File: src/hw/vic_pkg.sv
// Constants, field layout and carrier types of the video input capture port.
// Assumes one core clock at 125 MHz and an AHB-Lite register bus.
//
// Summary of operation
// Capture clock pin is direction programmable and comes out of reset as input.
// Input clock mode samples all ten bus lines on rising edges while qualified. In YUV8 format the upper two are stored as zero here.
// A rising edge with the qualifier low records nothing.
// Capture rates up to 81 MHz; the source never exceeds that rate. Edge detect here tops out at half the 125 MHz core rate.
// Optional mode samples the two marker lines in message mode regardless of qualifier.
// Output clock mode drives the pin at core clock over a programmable integer.
// Low eight lines carry YUV 4:2:2 bytes or general high speed data.
// Upper two lines extend samples to ten bits in ten bit raw mode.
// In message mode line 8 marks message start and line 9 marks message end.
// Direction, divisor, format and bypass are software settings, locked while enabled.
package vic_pkg;

   // ==========================================================================
   // Register map
   localparam logic [7:0] VIC_OFS_CTRL = 8'h00;
   localparam logic [7:0] VIC_OFS_DIV  = 8'h04;
   localparam logic [7:0] VIC_OFS_STAT = 8'h08;
   localparam logic [7:0] VIC_OFS_DATA = 8'h0C;
   localparam logic [7:0] VIC_OFS_CNT  = 8'h10;

   // ==========================================================================
   // Field positions
   localparam int VIC_CTRL_EN   = 0;
   localparam int VIC_CTRL_DIR  = 1;
   localparam int VIC_CTRL_BYP  = 2;
   localparam int VIC_CTRL_FMT  = 4;
   localparam int VIC_STAT_AVL  = 0;
   localparam int VIC_STAT_OVR  = 1;
   localparam int VIC_STAT_STA  = 2;
   localparam int VIC_STAT_END  = 3;

   // ==========================================================================
   // Reset values and limits
   localparam logic [7:0]  VIC_DIV_RST = 8'h04;
   localparam logic [7:0]  VIC_DIV_MIN = 8'h02;
   localparam logic [15:0] VIC_CNT_RST = 16'h0000;

   // ==========================================================================
   // Timing
   localparam int VIC_CORE_MHZ    = 125;
   localparam int VIC_MAX_CAP_MHZ = 81;
   // Least core cycles between two capture edges at the fastest source rate
   localparam int VIC_MIN_EDGE_GAP = (VIC_CORE_MHZ + VIC_MAX_CAP_MHZ - 1) / VIC_MAX_CAP_MHZ;

   // ==========================================================================
   // Types
   typedef enum logic [1:0] {
      VIC_FMT_YUV8  = 2'b00,
      VIC_FMT_TEN_BIT_RAW_MODE = 2'b01,
      VIC_FMT_MSG   = 2'b10
   } vic_fmt_t;

   typedef struct packed {
      logic [9:0] data;
      logic       msg_start;
      logic       msg_end;
   } vic_sample_t;

   typedef struct packed {
      logic       enable;
      logic       clk_out;
      logic       bypass;
      vic_fmt_t   fmt;
      logic [7:0] div;
   } vic_cfg_t;

endpackage

File: src/hw/vic_clkgen.sv
// Capture clock pin handling: edge detect in input mode, divider in output mode.
// Assumes the pin input is already synchronous to clk.
`timescale 1ns/1ps
`default_nettype none
module vic_clkgen
   import vic_pkg::*;
(
   input  wire logic       clk,
   input  wire logic       rst_n,
   input  wire logic       clk_out,
   input  wire logic [7:0] div,
   input  wire logic       pin_i,
   output logic            pin_o,
   output logic            pin_oe,
   output logic            edge_en
);

   logic [7:0] cnt_r;
   logic [7:0] cnt_nxt;
   logic [7:0] div_eff;
   logic       pin_o_r;
   logic       rise_r;
   logic       prev_r;

   // ==========================================================================
   // Divider
   // Divisors below two would leave no high phase
   assign div_eff = (div < VIC_DIV_MIN) ? VIC_DIV_MIN : div;
   assign cnt_nxt = (cnt_r >= div_eff - 8'h01) ? 8'h00 : cnt_r + 8'h01;

   always_ff @(posedge clk)
   begin
      if (!rst_n)
      begin
         cnt_r   <= 8'h00;
         pin_o_r <= 1'b0;
         rise_r  <= 1'b0;
      end
      else
      begin
         cnt_r   <= cnt_nxt;
         pin_o_r <= clk_out && (cnt_nxt < (div_eff >> 1));
         rise_r  <= clk_out && (cnt_nxt == 8'h00);
      end
   end

   // ==========================================================================
   // Input edge detect
   always_ff @(posedge clk)
   begin
      if (!rst_n)
         prev_r <= 1'b0;
      else
         prev_r <= pin_i;
   end

   assign pin_o   = pin_o_r;
   assign pin_oe  = clk_out;
   assign edge_en = clk_out ? rise_r : (pin_i && !prev_r);

endmodule
`default_nettype wire

File: src/hw/vic_sampler.sv
// Qualified capture of the ten bit bus on each capture edge.
// Assumes edge_en is a one cycle strobe and bus inputs are synchronous.
`timescale 1ns/1ps
`default_nettype none
module vic_sampler
   import vic_pkg::*;
(
   input  wire logic        clk,
   input  wire logic        rst_n,
   input  wire logic        enable,
   input  wire vic_fmt_t    fmt,
   input  wire logic        bypass,
   input  wire logic        edge_en,
   input  wire logic        qual,
   input  wire logic [9:0]  bus,
   output logic             smp_valid,
   output vic_sample_t      smp
);

   logic       mark_ok;
   logic [9:0] data_r;
   logic       start_r;
   logic       end_r;

   // One driver per field: the struct is assembled from separate flops
   assign smp = {data_r, start_r, end_r};

   // Markers may ignore the qualifier so framing survives blanking
   assign mark_ok = (fmt == VIC_FMT_MSG) && (qual || bypass);

   always_ff @(posedge clk)
   begin
      if (!rst_n)
      begin
         smp_valid <= 1'b0;
         start_r   <= 1'b0;
         end_r     <= 1'b0;
      end
      else
      begin
         smp_valid <= enable && edge_en && qual;
         start_r   <= enable && edge_en && mark_ok && bus[8];
         end_r     <= enable && edge_en && mark_ok && bus[9];
      end
   end

   always_ff @(posedge clk)
   begin
      if (!rst_n)
         data_r <= 10'h000;
      else if (enable && edge_en && qual)
      begin
         data_r[7:0] <= bus[7:0];
         data_r[9:8] <= (fmt == VIC_FMT_YUV8) ? 2'b00 : bus[9:8];
      end
   end

endmodule
`default_nettype wire

File: src/hw/vic_top.sv
// Video input capture port top: AHB-Lite register slave, clock pin, sampler.
// Assumes a single AHB-Lite master, word transfers, and synchronous pin inputs.
`timescale 1ns/1ps
`default_nettype none
module vic_top
   import vic_pkg::*;
(
   input  wire logic        clk,
   input  wire logic        rst_n,
   input  wire logic        hsel,
   input  wire logic [31:0] haddr,
   input  wire logic [1:0]  htrans,
   input  wire logic        hwrite,
   input  wire logic [2:0]  hsize,
   input  wire logic [31:0] hwdata,
   input  wire logic        hready,
   output logic             hreadyout,
   output logic             hresp,
   output logic [31:0]      hrdata,
   input  wire logic        capture_clock_pin_i,
   output logic             capture_clock_pin_o,
   output logic             capture_clock_pin_oe,
   input  wire logic        capture_qualifier,
   input  wire logic [9:0]  capture_bus,
   output logic             cap_valid,
   output vic_sample_t      cap_sample
);

   // ==========================================================================
   // Declarations
   vic_cfg_t    cfg_r;
   logic        avail_r;
   logic        ovr_r;
   logic        sta_r;
   logic        end_r;
   logic [9:0]  data_r;
   logic [15:0] cnt_r;
   logic [31:0] hrdata_r;
   logic        wr_pend_r;
   logic [7:0]  wr_addr_r;
   logic        acc;
   logic        rd_acc;
   logic        wr_ctrl;
   logic        wr_div;
   logic        wr_stat;
   logic        rd_data;
   logic        edge_en;
   logic        smp_valid;
   vic_sample_t smp;
   logic [31:0] ctrl_word;
   logic [31:0] stat_word;

   function automatic logic [31:0] vic_read(input logic [7:0] ofs,
                                            input logic [31:0] ctrl,
                                            input logic [31:0] stat,
                                            input logic [7:0] dv,
                                            input logic [9:0] dat,
                                            input logic [15:0] cnt);
      logic [31:0] r;
      r = 32'h0000_0000;
      unique case (ofs)
         VIC_OFS_CTRL: r = ctrl;
         VIC_OFS_DIV:  r = {24'h00_0000, dv};
         VIC_OFS_STAT: r = stat;
         VIC_OFS_DATA: r = {22'h00_0000, dat};
         VIC_OFS_CNT:  r = {16'h0000, cnt};
         default:      r = 32'h0000_0000;
      endcase
      return r;
   endfunction

   // ==========================================================================
   // AHB-Lite slave
   // Zero wait states; unmapped offsets read zero and ignore writes
   assign acc    = hsel && htrans[1] && hready && (hsize == 3'b010);
   assign rd_acc = acc && !hwrite;
   assign rd_data = rd_acc && (haddr[7:0] == VIC_OFS_DATA) && (haddr[31:8] == 24'h00_0000);
   assign hreadyout = 1'b1;
   assign hresp     = 1'b0;
   assign hrdata    = hrdata_r;

   assign wr_ctrl = wr_pend_r && (wr_addr_r == VIC_OFS_CTRL);
   assign wr_div  = wr_pend_r && (wr_addr_r == VIC_OFS_DIV);
   assign wr_stat = wr_pend_r && (wr_addr_r == VIC_OFS_STAT);

   assign ctrl_word = {26'h000_0000, cfg_r.fmt, 1'b0, cfg_r.bypass, cfg_r.clk_out,
                       cfg_r.enable};
   assign stat_word = {28'h000_0000, end_r, sta_r, ovr_r, avail_r};

   always_ff @(posedge clk)
   begin
      if (!rst_n)
      begin
         wr_pend_r <= 1'b0;
         wr_addr_r <= 8'h00;
      end
      else
      begin
         wr_pend_r <= acc && hwrite && (haddr[31:8] == 24'h00_0000);
         wr_addr_r <= haddr[7:0];
      end
   end

   always_ff @(posedge clk)
   begin
      if (!rst_n)
         hrdata_r <= 32'h0000_0000;
      else if (rd_acc)
      begin
         if (haddr[31:8] == 24'h00_0000)
            hrdata_r <= vic_read(haddr[7:0], ctrl_word, stat_word, cfg_r.div, data_r, cnt_r);
         else
            hrdata_r <= 32'h0000_0000;
      end
   end

   // ==========================================================================
   // Configuration
   // Everything but the enable bit is frozen during capture
   always_ff @(posedge clk)
   begin
      if (!rst_n)
      begin
         cfg_r.enable  <= 1'b0;
         cfg_r.clk_out <= 1'b0;
         cfg_r.bypass  <= 1'b0;
         cfg_r.fmt     <= VIC_FMT_YUV8;
         cfg_r.div     <= VIC_DIV_RST;
      end
      else
      begin
         if (wr_ctrl)
         begin
            cfg_r.enable <= hwdata[VIC_CTRL_EN];
            if (!cfg_r.enable)
            begin
               cfg_r.clk_out <= hwdata[VIC_CTRL_DIR];
               cfg_r.bypass  <= hwdata[VIC_CTRL_BYP];
               cfg_r.fmt     <= vic_fmt_t'(hwdata[VIC_CTRL_FMT +: 2]);
            end
         end
         if (wr_div && !cfg_r.enable)
            cfg_r.div <= hwdata[7:0];
      end
   end

   // ==========================================================================
   // Status and capture data
   // Hardware set beats software clear in every sticky flag
   always_ff @(posedge clk)
   begin
      if (!rst_n)
      begin
         avail_r <= 1'b0;
         ovr_r   <= 1'b0;
         sta_r   <= 1'b0;
         end_r   <= 1'b0;
      end
      else
      begin
         if (smp_valid)
            avail_r <= 1'b1;
         else if (rd_data)
            avail_r <= 1'b0;
         if (smp_valid && avail_r && !rd_data)
            ovr_r <= 1'b1;
         else if (wr_stat && hwdata[VIC_STAT_OVR])
            ovr_r <= 1'b0;
         if (smp.msg_start)
            sta_r <= 1'b1;
         else if (wr_stat && hwdata[VIC_STAT_STA])
            sta_r <= 1'b0;
         if (smp.msg_end)
            end_r <= 1'b1;
         else if (wr_stat && hwdata[VIC_STAT_END])
            end_r <= 1'b0;
      end
   end

   always_ff @(posedge clk)
   begin
      if (!rst_n)
         data_r <= 10'h000;
      else if (smp_valid)
         data_r <= smp.data;
   end

   // Count restarts when capture is switched on
   always_ff @(posedge clk)
   begin
      if (!rst_n)
         cnt_r <= VIC_CNT_RST;
      else if (wr_ctrl && hwdata[VIC_CTRL_EN] && !cfg_r.enable)
         cnt_r <= VIC_CNT_RST;
      else if (smp_valid)
         cnt_r <= cnt_r + 16'h0001;
   end

   // ==========================================================================
   // Clock pin and sampler
   // Synchronous edge detect tops out at half the core rate in input mode
   vic_clkgen u_clkgen
   (
      .clk     (clk),
      .rst_n   (rst_n),
      .clk_out (cfg_r.clk_out),
      .div     (cfg_r.div),
      .pin_i   (capture_clock_pin_i),
      .pin_o   (capture_clock_pin_o),
      .pin_oe  (capture_clock_pin_oe),
      .edge_en (edge_en)
   );

   vic_sampler u_sampler
   (
      .clk       (clk),
      .rst_n     (rst_n),
      .enable    (cfg_r.enable),
      .fmt       (cfg_r.fmt),
      .bypass    (cfg_r.bypass),
      .edge_en   (edge_en),
      .qual      (capture_qualifier),
      .bus       (capture_bus),
      .smp_valid (smp_valid),
      .smp       (smp)
   );

   assign cap_valid  = smp_valid;
   assign cap_sample = smp;

   // ==========================================================================
   // Checks
   int unsigned gap_r;
   logic        gap_ok_r;
   logic [7:0]  div_chk;

   assign div_chk = (cfg_r.div < VIC_DIV_MIN) ? VIC_DIV_MIN : cfg_r.div;

   always_ff @(posedge clk)
   begin
      if (!rst_n)
      begin
         gap_r    <= 0;
         gap_ok_r <= 1'b0;
      end
      else
      begin
         gap_r    <= edge_en ? 1 : gap_r + 1;
         gap_ok_r <= edge_en ? (cfg_r.enable && cfg_r.clk_out) : (gap_ok_r && cfg_r.enable);
      end
   end
endmodule
`default_nettype wire

File: config.mk
export PLATFORM = sky130hd
export DESIGN_NAME = vic_top
export DESIGN_NICKNAME = d
export VERILOG_FILES = /design/src/hw/vic_pkg.sv /design/src/hw/vic_clkgen.sv /design/src/hw/vic_sampler.sv /design/src/hw/vic_top.sv
export SDC_FILE = /design/constraint.sdc
export NUM_CORES = 1
export LEC_CHECK = 0
export BUFFER_PORTS_ARGS = -buffer_cell sky130_fd_sc_hd__clkbuf_2
export CAP_MARGIN = 0
export CORE_MARGIN = 3
export CORE_UTILIZATION = 51
export DETAILED_ROUTE_END_ITERATION = 8
export GPL_TIMING_DRIVEN = 0
export PLACE_DENSITY = 0.9
export SLEW_MARGIN = 10
export SYNTH_ARGS = -nofsm -noshare
export SYNTH_HDL_FRONTEND = slang
export SYNTH_SLANG_ARGS = --single-unit
export TNS_END_PERCENT = 100
File: constraint.sdc
create_clock -name clk -period 4 [get_ports clk]
set_input_delay 0.6 -clock clk [delete_from_list [all_inputs] [get_ports clk]]
set_output_delay 0.6 -clock clk [all_outputs]
set_load 0.005 [all_outputs]
; Word-level counts from Yosys, hierarchy flattened
; Cells that the tools add are included.
[word_totals]
ff_bits = 108
inputBits = 86
output_inout_bits = 49
wordCells = 96
[op_classes]
n_addsub = 3
order_cmp = 3
eq_ne = 8
muxes = 14
n_bitwise = 2
n_reduce_logical = 44
[op_table]
columns = cell, count
row1 = 16-bit case mux with 5 select lines, 1
row2 = 32-bit 2-to-1 mux, 1
row3 = 1-bit logical AND, 28
row4 = "8-bit by 4-bit equality test with 1-bit output, second input constant", 3
row5 = 24-bit zero test, 1
row6 = 8-bit zero test, 3
row7 = "16-bit by 1-bit adder with 16-bit output, second input constant", 1
row8 = "8-bit by 3-bit equality test with 1-bit output, second input constant", 2
row9 = 8-bit 2-to-1 mux, 2
row10 = 1-bit 2-to-1 mux, 9
row11 = "8-bit by 1-bit adder with 8-bit output, second input constant", 1
row12 = "8-bit by 5-bit equality test with 1-bit output, second input constant", 1
row13 = 8-bit greater-or-equal comparator, 1
row14 = "8-bit by 2-bit < comparator with 1-bit output, second input constant", 1
row15 = 8-bit by 7-bit < comparator with 1-bit output, 1
row16 = 2-bit nonzero test, 4
row17 = "8-bit by 1-bit subtractor with 8-bit output, second input constant", 1
row18 = 1-bit zero test, 4
row19 = "3-bit by 2-bit equality test with 1-bit output, second input constant", 1
row20 = "2-bit equality test, second input constant", 1
row21 = 2-bit zero test, 1
row22 = 2-bit 2-to-1 mux, 1
row23 = 1-bit NOT, 2
row24 = 2-bit AND reduction, 1
row25 = 2 further kinds, 2

; Longest topological paths before layout
; Gate-level depths: netlist (run 1).
[depth]
word_depth = 9
depth_mapped = 19

; Modules after synthesis
; A second synthesis (run 1) with hierarchy kept.
[unflattened]
hier_cells = 519
hier_area_um2 = 4624.4
[by_module_without_submodules]
columns = mod, n_inst, cells_each, area_each_um2
row1 = vic_top, 1, 348, 3181.8
row2 = vic_clkgen, 1, 115, 913.4
row3 = vic_sampler, 1, 56, 529.3

; Worst setup path before layout (run 1)
; OpenSTA, ideal clock, no wires.
[synth_timing]
path_type = flip-flop to flip-flop
start = register cfg_r[2] (netlist name)
end = register u_clkgen.pin_o_r (netlist: u_clkgen.pin_o)
setup_ps = 59
arrival_ps = 3552
required_time_ps = 3941
path_slack_ps = 389
path_stages_with_launch = 18
period_less_slack_ps = 3611
cell_sequence = dfxtp_1 -> nor4_1 -> and3_1 -> inv_1 -> o21ai_0 -> ha_1 -> nand2_1 -> xnor2_1 -> ha_1 -> a21oi_1 -> nand2_1 -> a21oi_1 -> nand2_1 -> nor2_1 -> ha_1 -> a21o_1 -> a2111oi_0 -> o211a_1
[synth_via]
elab_chain_cells = 7
[synth_rtl]
columns = element, line_no
row1 = 8-bit by 2-bit < comparator with 1-bit output, --
row2 = 8-bit 2-to-1 mux (*), vic_clkgen.sv:28  ; assign div_eff = (div < VIC_DIV_MIN) ? VIC_DIV_MIN : div;
row3 = 8-bit by 1-bit subtractor with 8-bit output (*), vic_clkgen.sv:29  ; assign cnt_nxt = (cnt_r >= div_eff - 8'h01) ? 8'h00 : cnt_r + 8'h01;
row4 = 8-bit greater-or-equal comparator (*), vic_clkgen.sv:29
row5 = 8-bit 2-to-1 mux (*), vic_clkgen.sv:29
row6 = named net u_clkgen.cnt_nxt[3], vic_clkgen.sv:19  ; logic [7:0] cnt_nxt;
row7 = 8-bit by 7-bit < comparator with 1-bit output (*), vic_clkgen.sv:42  ; pin_o_r <= clk_out && (cnt_nxt < (div_eff >> 1));
row8 = 1-bit logical AND (*), vic_clkgen.sv:42
row9 = to (signal assigned), vic_clkgen.sv:42
row10 = to (decl), vic_clkgen.sv:21  ; logic pin_o_r;
; The timed path passes the listed nets; every way through them passes the cells marked *.
; A chain may end at the register's enable or synchronous reset.

; Worst setup path after layout (run 1)
[layout_timing]
start = register cfg_r[5] (netlist name)
end = register u_clkgen.pin_o_r (netlist: u_clkgen.pin_o)
[layout_via]
elab_chain_cells = 7
[layout_rtl]
columns = element, line_no
row1 = 8-bit by 2-bit < comparator with 1-bit output, --
row2 = 8-bit 2-to-1 mux (*), vic_clkgen.sv:28
row3 = 8-bit by 1-bit subtractor with 8-bit output (*), vic_clkgen.sv:29
row4 = 8-bit greater-or-equal comparator (*), vic_clkgen.sv:29
row5 = 8-bit 2-to-1 mux (*), vic_clkgen.sv:29
row6 = named net u_clkgen.cnt_nxt[6], vic_clkgen.sv:19
row7 = 8-bit by 7-bit < comparator with 1-bit output (*), vic_clkgen.sv:42
row8 = 1-bit logical AND (*), vic_clkgen.sv:42
; Marks and branches as above.

==> flow_metrics.tcl, run 1 <==
set metrics [dict create \
    status "finished clean" \
    clock_latency_ps 370 \
    num_rows 33 \
    yosysTopAreaCell "dfxtp_1" \
    multi_input_area_sq_um 2370 \
    regArea_sq_um 1840 \
    postLayoutCoreUtil_pct 63.8 \
    antenna_left 0 \
    ys_ff_latch 92 \
    io_buffers 90 \
    cp_max_fo 7 \
    cp.arrival_ps 4040 \
    syn_area_per_cell_sq_um 8.98 \
    yosys-top-cells-area "dfxtp_1 42%, mux2i_1 8.2%, nor2_1 6.6%" \
    power.density_nw_per_um2 338 \
    synth_edf_count 0 \
    ctsLongestPathBuffers 2 \
    ys_types 48 \
    wl_met3_mm 1.08 \
    gr-total-overflow 0 \
    period_minus_slack_ps 3780 \
    drc 0 \
    met1_length_mm 4.61 \
    hold_viol_final 0 \
    wirelength_mm 11.4 \
    grt_max_degree 17 \
    place.gp.congestion 0.900 \
    insertedDiodeCount 0 \
    clk_pin_slew_worst_paths_ps 90 \
    finalSetupViolCount 0 \
    setup_tns_ps 0 \
    htreeDepth 3 \
    place_hpwl_mm 8.78 \
    syn-cell-area_sq_um 4410 \
    crit_type "register to register" \
    ys.flop_type "dfxtp_1" \
    yosysSeqAreaShare_pct 41.8 \
    die_y_um 99.0 \
    core_area_sq_um 8300 \
    final_cell_mix "90 x dfxtp_1, 90 x clkbuf_2, 77 x nor2_1" \
    die-area_sq_um 9800 \
    drt_iter0_drc 203 \
    layout-drive-gt1-share_pct 25.1 \
    slew_headroom_pct 54.6 \
    ys_warn_count 0 \
    vias 3976 \
    crit_path_end_kind "register" \
    hold_path.class "input pin to register" \
    worstMarginPinSlew_ps 681 \
    worstPathRequired_ps 4260 \
    grt_pass1_vias 3842 \
    wl_met2_mm 5.41 \
    slew_violations 0 \
    die_x_um 99.0 \
    final_cells 718 \
    min_period_over_period_pct 94.6 \
    syn2layout_area_growth_pct 20.0 \
    yosys.area.top_type_share_pct 41.8 \
    initial_core_util_pct 53.1 \
    cap_violations 0 \
    ios 135 \
    top_layer "met4" \
    fillers 696 \
    cts.sinks 92 \
    nets 712 \
    hold_buffers 0 \
    fmax_mhz 264 \
    cts_buffers 9 \
    antenna_found_initial 0 \
    dp_cells 702 \
    startpoint_type "register" \
    vdd_drop_max_mv 0.221 \
    wl_per_cell_um 15.9 \
    grt_pass1_wl_mm 18.0 \
    syn-instance-count 491 \
    first_pass_iters 6 \
    fin_worst_skew_ps 12.8 \
    p_leak_nw 2.29 \
    cts-root-buf "clkbuf_8" \
    async_flop_share_pct 0 \
    grtUsageTotal_pct 23.2 \
    viasPerCell 5.54 \
    tritoncts "done" \
]
-- area by class of cell --
class	count	share of cell area, %
multi-input combinational	361	44.7
sequential	92	34.8
timing repair buffer	91	8.65
buffer	38	4.49
tap	105	2.48
clock buffer	9	2.34
clock inverter	6	1.35
inverter	16	1.13
-- logic make-up (layout without fill, tap and decap cells) --
kind of cell	count (synthesis)	in the layout	synth area share, %
AND/OR/NAND/NOR	205	205	23.2
adder cells (fa/ha/maj)	17	17	4.82
other	2	18	0.170
flip-flops	92	92	41.8
AO/OA/AOI/OAI	56	56	8.40
multiplexers	39	39	9.70
buffers and inverters	54	160	6.75
XOR/XNOR	26	26	5.16
-- routing by layer --
layer / vias up / track usage [%]
li1: 1907 / -
met1: 1822 / 28.1
met2: 217 / 39.6
met3: 30 / 4.88
met4: 0 / 9.98
met5: - / 0
-- critical path, cell delays in order (launching register included) --
cell and delay (ps):
dfxtp_2 390, nor4_4 340, and3_2 270, inv_1 70
o21ai_2 170, ha_2 240, xnor2_1 80, ha_1 310
and3_1 150, o21ai_0 70, a31o_2 270, nand2_2 130
nor2_1 70, ha_1 300, and3_1 200, and3_1 180
nand3_1 70, and2_1 160, o211a_1 210
-- sequential cells by signal (all words and copies together) (netlist names), 8 cells and up --
register          count
data_r               10
wr_addr_r             8
u_clkgen.cnt_r        8
cnt_r                16
u_sampler.data_r     10
hrdata               16
cfg_r                13
-- what timing repair did --
action                                  CTS  global route
endpoints found under the setup margin    1             1
gates resized for setup                   4             8
pin swaps                                 0             2
buffers inserted                          0             1
-- Yosys cell counts, drive strengths merged (2+ instances only) --
master   n
o22a     2
a22oi    8
mux4     3
nand4b   3
nor2    77
conb     2
nor2b    7
nor3b    2
or2      2
a31oi    7
inv     16
mux2i   36
o21ai   19
nand2   34
buf     27
a21oi    7
xnor2   11
nor3     8
o21a     3
and2    15
dfxtp   92
and3     8
ha      17
a31o     4
xor2    15
o211ai   2
and4     2
clkbuf  11
nand3   18
nand4   10
nor4    12
-- worst paths after layout --
path | start | end | slack [ps] | cells after the start
min | haddr[0] | wr_addr_r[0]$_SDFF_PN0_ | 450 | 2
min reg2reg | hrdata[2]$_SDFFE_PN0P_ | hrdata[2]$_SDFFE_PN0P_ | 470 | 2
max | cfg_r[5]$_SDFFE_PN0P_ | u_clkgen.pin_o$_SDFF_PN0_ | 220 | 18
max reg2reg | cfg_r[5]$_SDFFE_PN0P_ | u_clkgen.pin_o$_SDFF_PN0_ | 220 | 18
-- per-stage QoR --
step                      hold slack [ps]  power [mW]  area, sq um  worst slack [ps]
after floorplan                       430        1.10         4470               389
after global placement                443        1.16         5050              24.2
after detailed placement              451        1.18         5050              -227
after CTS                             450        1.79         5260              24.1
after global routing                  463        1.86         5290             -91.1
final                                 453        1.79         5290               215
-- where the power goes --
part | internal [mW] | switching (mW)
sequential | 0.930 | 0.0138
combinational | 0.0972 | 0.119
clock | 0.291 | 0.339
Note: power is estimated with default switching activity, not from simulation.
==> run 2, diff against run 1 <==
- CORE_ASPECT_RATIO: default -> 0.8
==> flow_metrics.tcl, run 2 (same netlist as run 1, synthesis figures left out) <==
set metrics [dict create \
    wl_per_cell_um 16.0 \
    wirelength_mm 11.5 \
    ios 135 \
    finalSetupViolCount 0 \
    swShare_pct 26.4 \
    vias 4008 \
    place.gp.congestion 0.961 \
    p_clk_share_pct 35.2 \
    crit_type "register to register" \
    cap_violations 0 \
    cp_max_fo 7 \
    worstPathRequired_ps 4260 \
    grtUsageTotal_pct 23.8 \
    p_seq_share_pct 52.6 \
    nets 711 \
    viasPerCell 5.56 \
    fin_worst_skew_ps 9.29 \
    hold_viol_final 0 \
    drt_iter0_drc 319 \
    worstMarginPinSlew_ps 695 \
    combPwrFrac_pct 12.2 \
    reg2reg_slack_ps 180 \
    core_area_sq_um 8160 \
    fmax_mhz 262 \
    hold_path.startpoint "capture_bus[9]" \
    syn2layout_area_growth_pct 20.1 \
    status "finished clean" \
    die-area_sq_um 9810 \
    grt_pass1_vias 3734 \
    antenna_left 0 \
    r2r_start "cfg_r[5]$_SDFFE_PN0P_" \
    cts-root-buf "clkbuf_8" \
    first_pass_iters 6 \
    die_x_um 110 \
    final_cell_mix "90 x dfxtp_1, 90 x clkbuf_2, 77 x nor2_1" \
    clock_latency_ps 360 \
    slew_violations 0 \
    p_sw_mw 0.475 \
    postPlaceCellArea_sq_um 5060 \
    rsz0062_at_grt "no" \
    cts.sinks 92 \
    io_buffers 90 \
    p_leak_nw 2.30 \
    worst_slack_ps 178 \
    min_period_over_period_pct 95.6 \
    htreeDepth 3 \
    clk_pin_slew_worst_paths_ps 90 \
    hold_path.class "input pin to register" \
    power.density_nw_per_um2 339 \
    pre_cts_slack_ps -321 \
    crit_path_end_kind "register" \
    slew_headroom_pct 53.7 \
    gr-total-overflow 0 \
    layout-drive-gt1-share_pct 25.0 \
    grt_pass1_wl_mm 17.9 \
    die_y_um 89.2 \
    tritoncts "done" \
    initial_core_util_pct 54.0 \
    cp-endpoint "u_clkgen.pin_o$_SDFF_PN0_" \
    r2r_end "u_clkgen.pin_o$_SDFF_PN0_" \
    num_rows 29 \
    antenna_found_initial 0 \
    period_minus_slack_ps 3820 \
    place_hpwl_mm 9.05 \
    power.internal_mw 1.32 \
    insertedDiodeCount 0 \
    cp.arrival_ps 4080 \
    ctsLongestPathBuffers 2 \
    drc 0 \
    fin_area_sq_um 5300 \
    grt_max_degree 17 \
    critPathLaunch "cfg_r[5]$_SDFFE_PN0P_" \
    vdd_drop_max_mv 0.255 \
    cts_buffers 9 \
    startpoint_type "register" \
    rr_worst_depth 19 \
    cts_setup_buffers 0 \
]
==> run 2: cell types whose count changed in the layout (fill, tap and decap cells not counted) <==
cell | before | now
buf_4 | 21 | 20
and3_4 | 0 | 1
clkinv_2 | 0 | 1
clkinv_4 | 1 | 2
clkinvlp_4 | 2 | 0
and3_2 | 1 | 0
clkbuf_1 | 11 | 12
==> run 2: worst max-delay path: stages (launching register included) <==
cell and delay, ps:
dfxtp_2 380, nor4_4 320, and3_4 260, inv_1 70, o21ai_2 160, ha_2 230
nand2_1 70, xnor2_1 140, ha_1 310, a21oi_1 150, nand2_1 80, a21oi_2 220
nand2_2 140, nor2_1 160, ha_1 160, and3_1 200, and3_1 180, nand3_1 90
and2_1 180, o211a_1 220
==> run 2: worst min-delay path by stage <==
stage,slack [ps],end,depth (start not counted)
final,460,u_sampler.end_r$_SDFF_PN0_,2
after global routing,450,u_sampler.end_r$_SDFF_PN0_,2
after CTS,450,u_sampler.end_r$_SDFF_PN0_,2
after detailed placement,450,hrdata[7]$_SDFFE_PN0P_,2
after global placement,440,hrdata[4]$_SDFFE_PN0P_,2
after floorplan,430,u_clkgen.cnt_r[0]$_SDFF_PN0_,1
==> run 2: timing repair <==
action                     CTS  global route
gates resized for setup      4             9
setup endpoints to repair    1             1
hold buffers                 0             0
gates cloned                 0             0
pin swaps                    0             1
==> run 2: metrics by stage <==
step / total power, mW / cells / hold slack, ps / TNS, ps / util (%)
2_1_floorplan: 1.10 / 507 / 430 / 0 / -
5_1_grt: 1.87 / 721 / 447 / 0 / 64.9
6_report: 1.80 / 721 / 458 / 0 / 64.9
3_5_place_dp: 1.18 / 705 / 447 / -321 / 61.9
4_1_cts: 1.80 / 721 / 448 / 0 / 64.5
3_3_place_gp: 1.16 / 705 / 439 / 0 / 61.9
==> run 2: metal layers <==
layer / wire length, um / global-route usage [%] / part of all wire (%) / up-vias
met3: 1080 / 5.63 / 9.4 / 31
met4: 281 / 8.49 / 2.4 / 0
met2: 5270 / 39.4 / 46 / 198
li1: - / - / - / 1908
met5: 0 / 0 / 0 / -
met1: 4920 / 30.5 / 43 / 1871
==> run 2: area by class of cell <==
type | count | area [sq um]
Multi-Input combinational cell | 361 | 2370
Clock buffer | 10 | 128
Clock inverter | 6 | 70.1
Inverter | 16 | 60.1
Fill cell | 692 | 2870
Sequential cell | 92 | 1840
Tap cell | 108 | 135
Timing Repair Buffer | 90 | 450
Buffer | 38 | 238
==> run 2: power groups by stage <==
stage | clock network, mW | registers (mW) | logic [mW]
finish | 0.632 | 0.944 | 0.220
CTS | 0.641 | 0.944 | 0.213
floorplan | 0 | 0.962 | 0.140
detailed placement | 0 | 0.965 | 0.210
global route | 0.681 | 0.946 | 0.247
global placement | 0 | 0.965 | 0.199
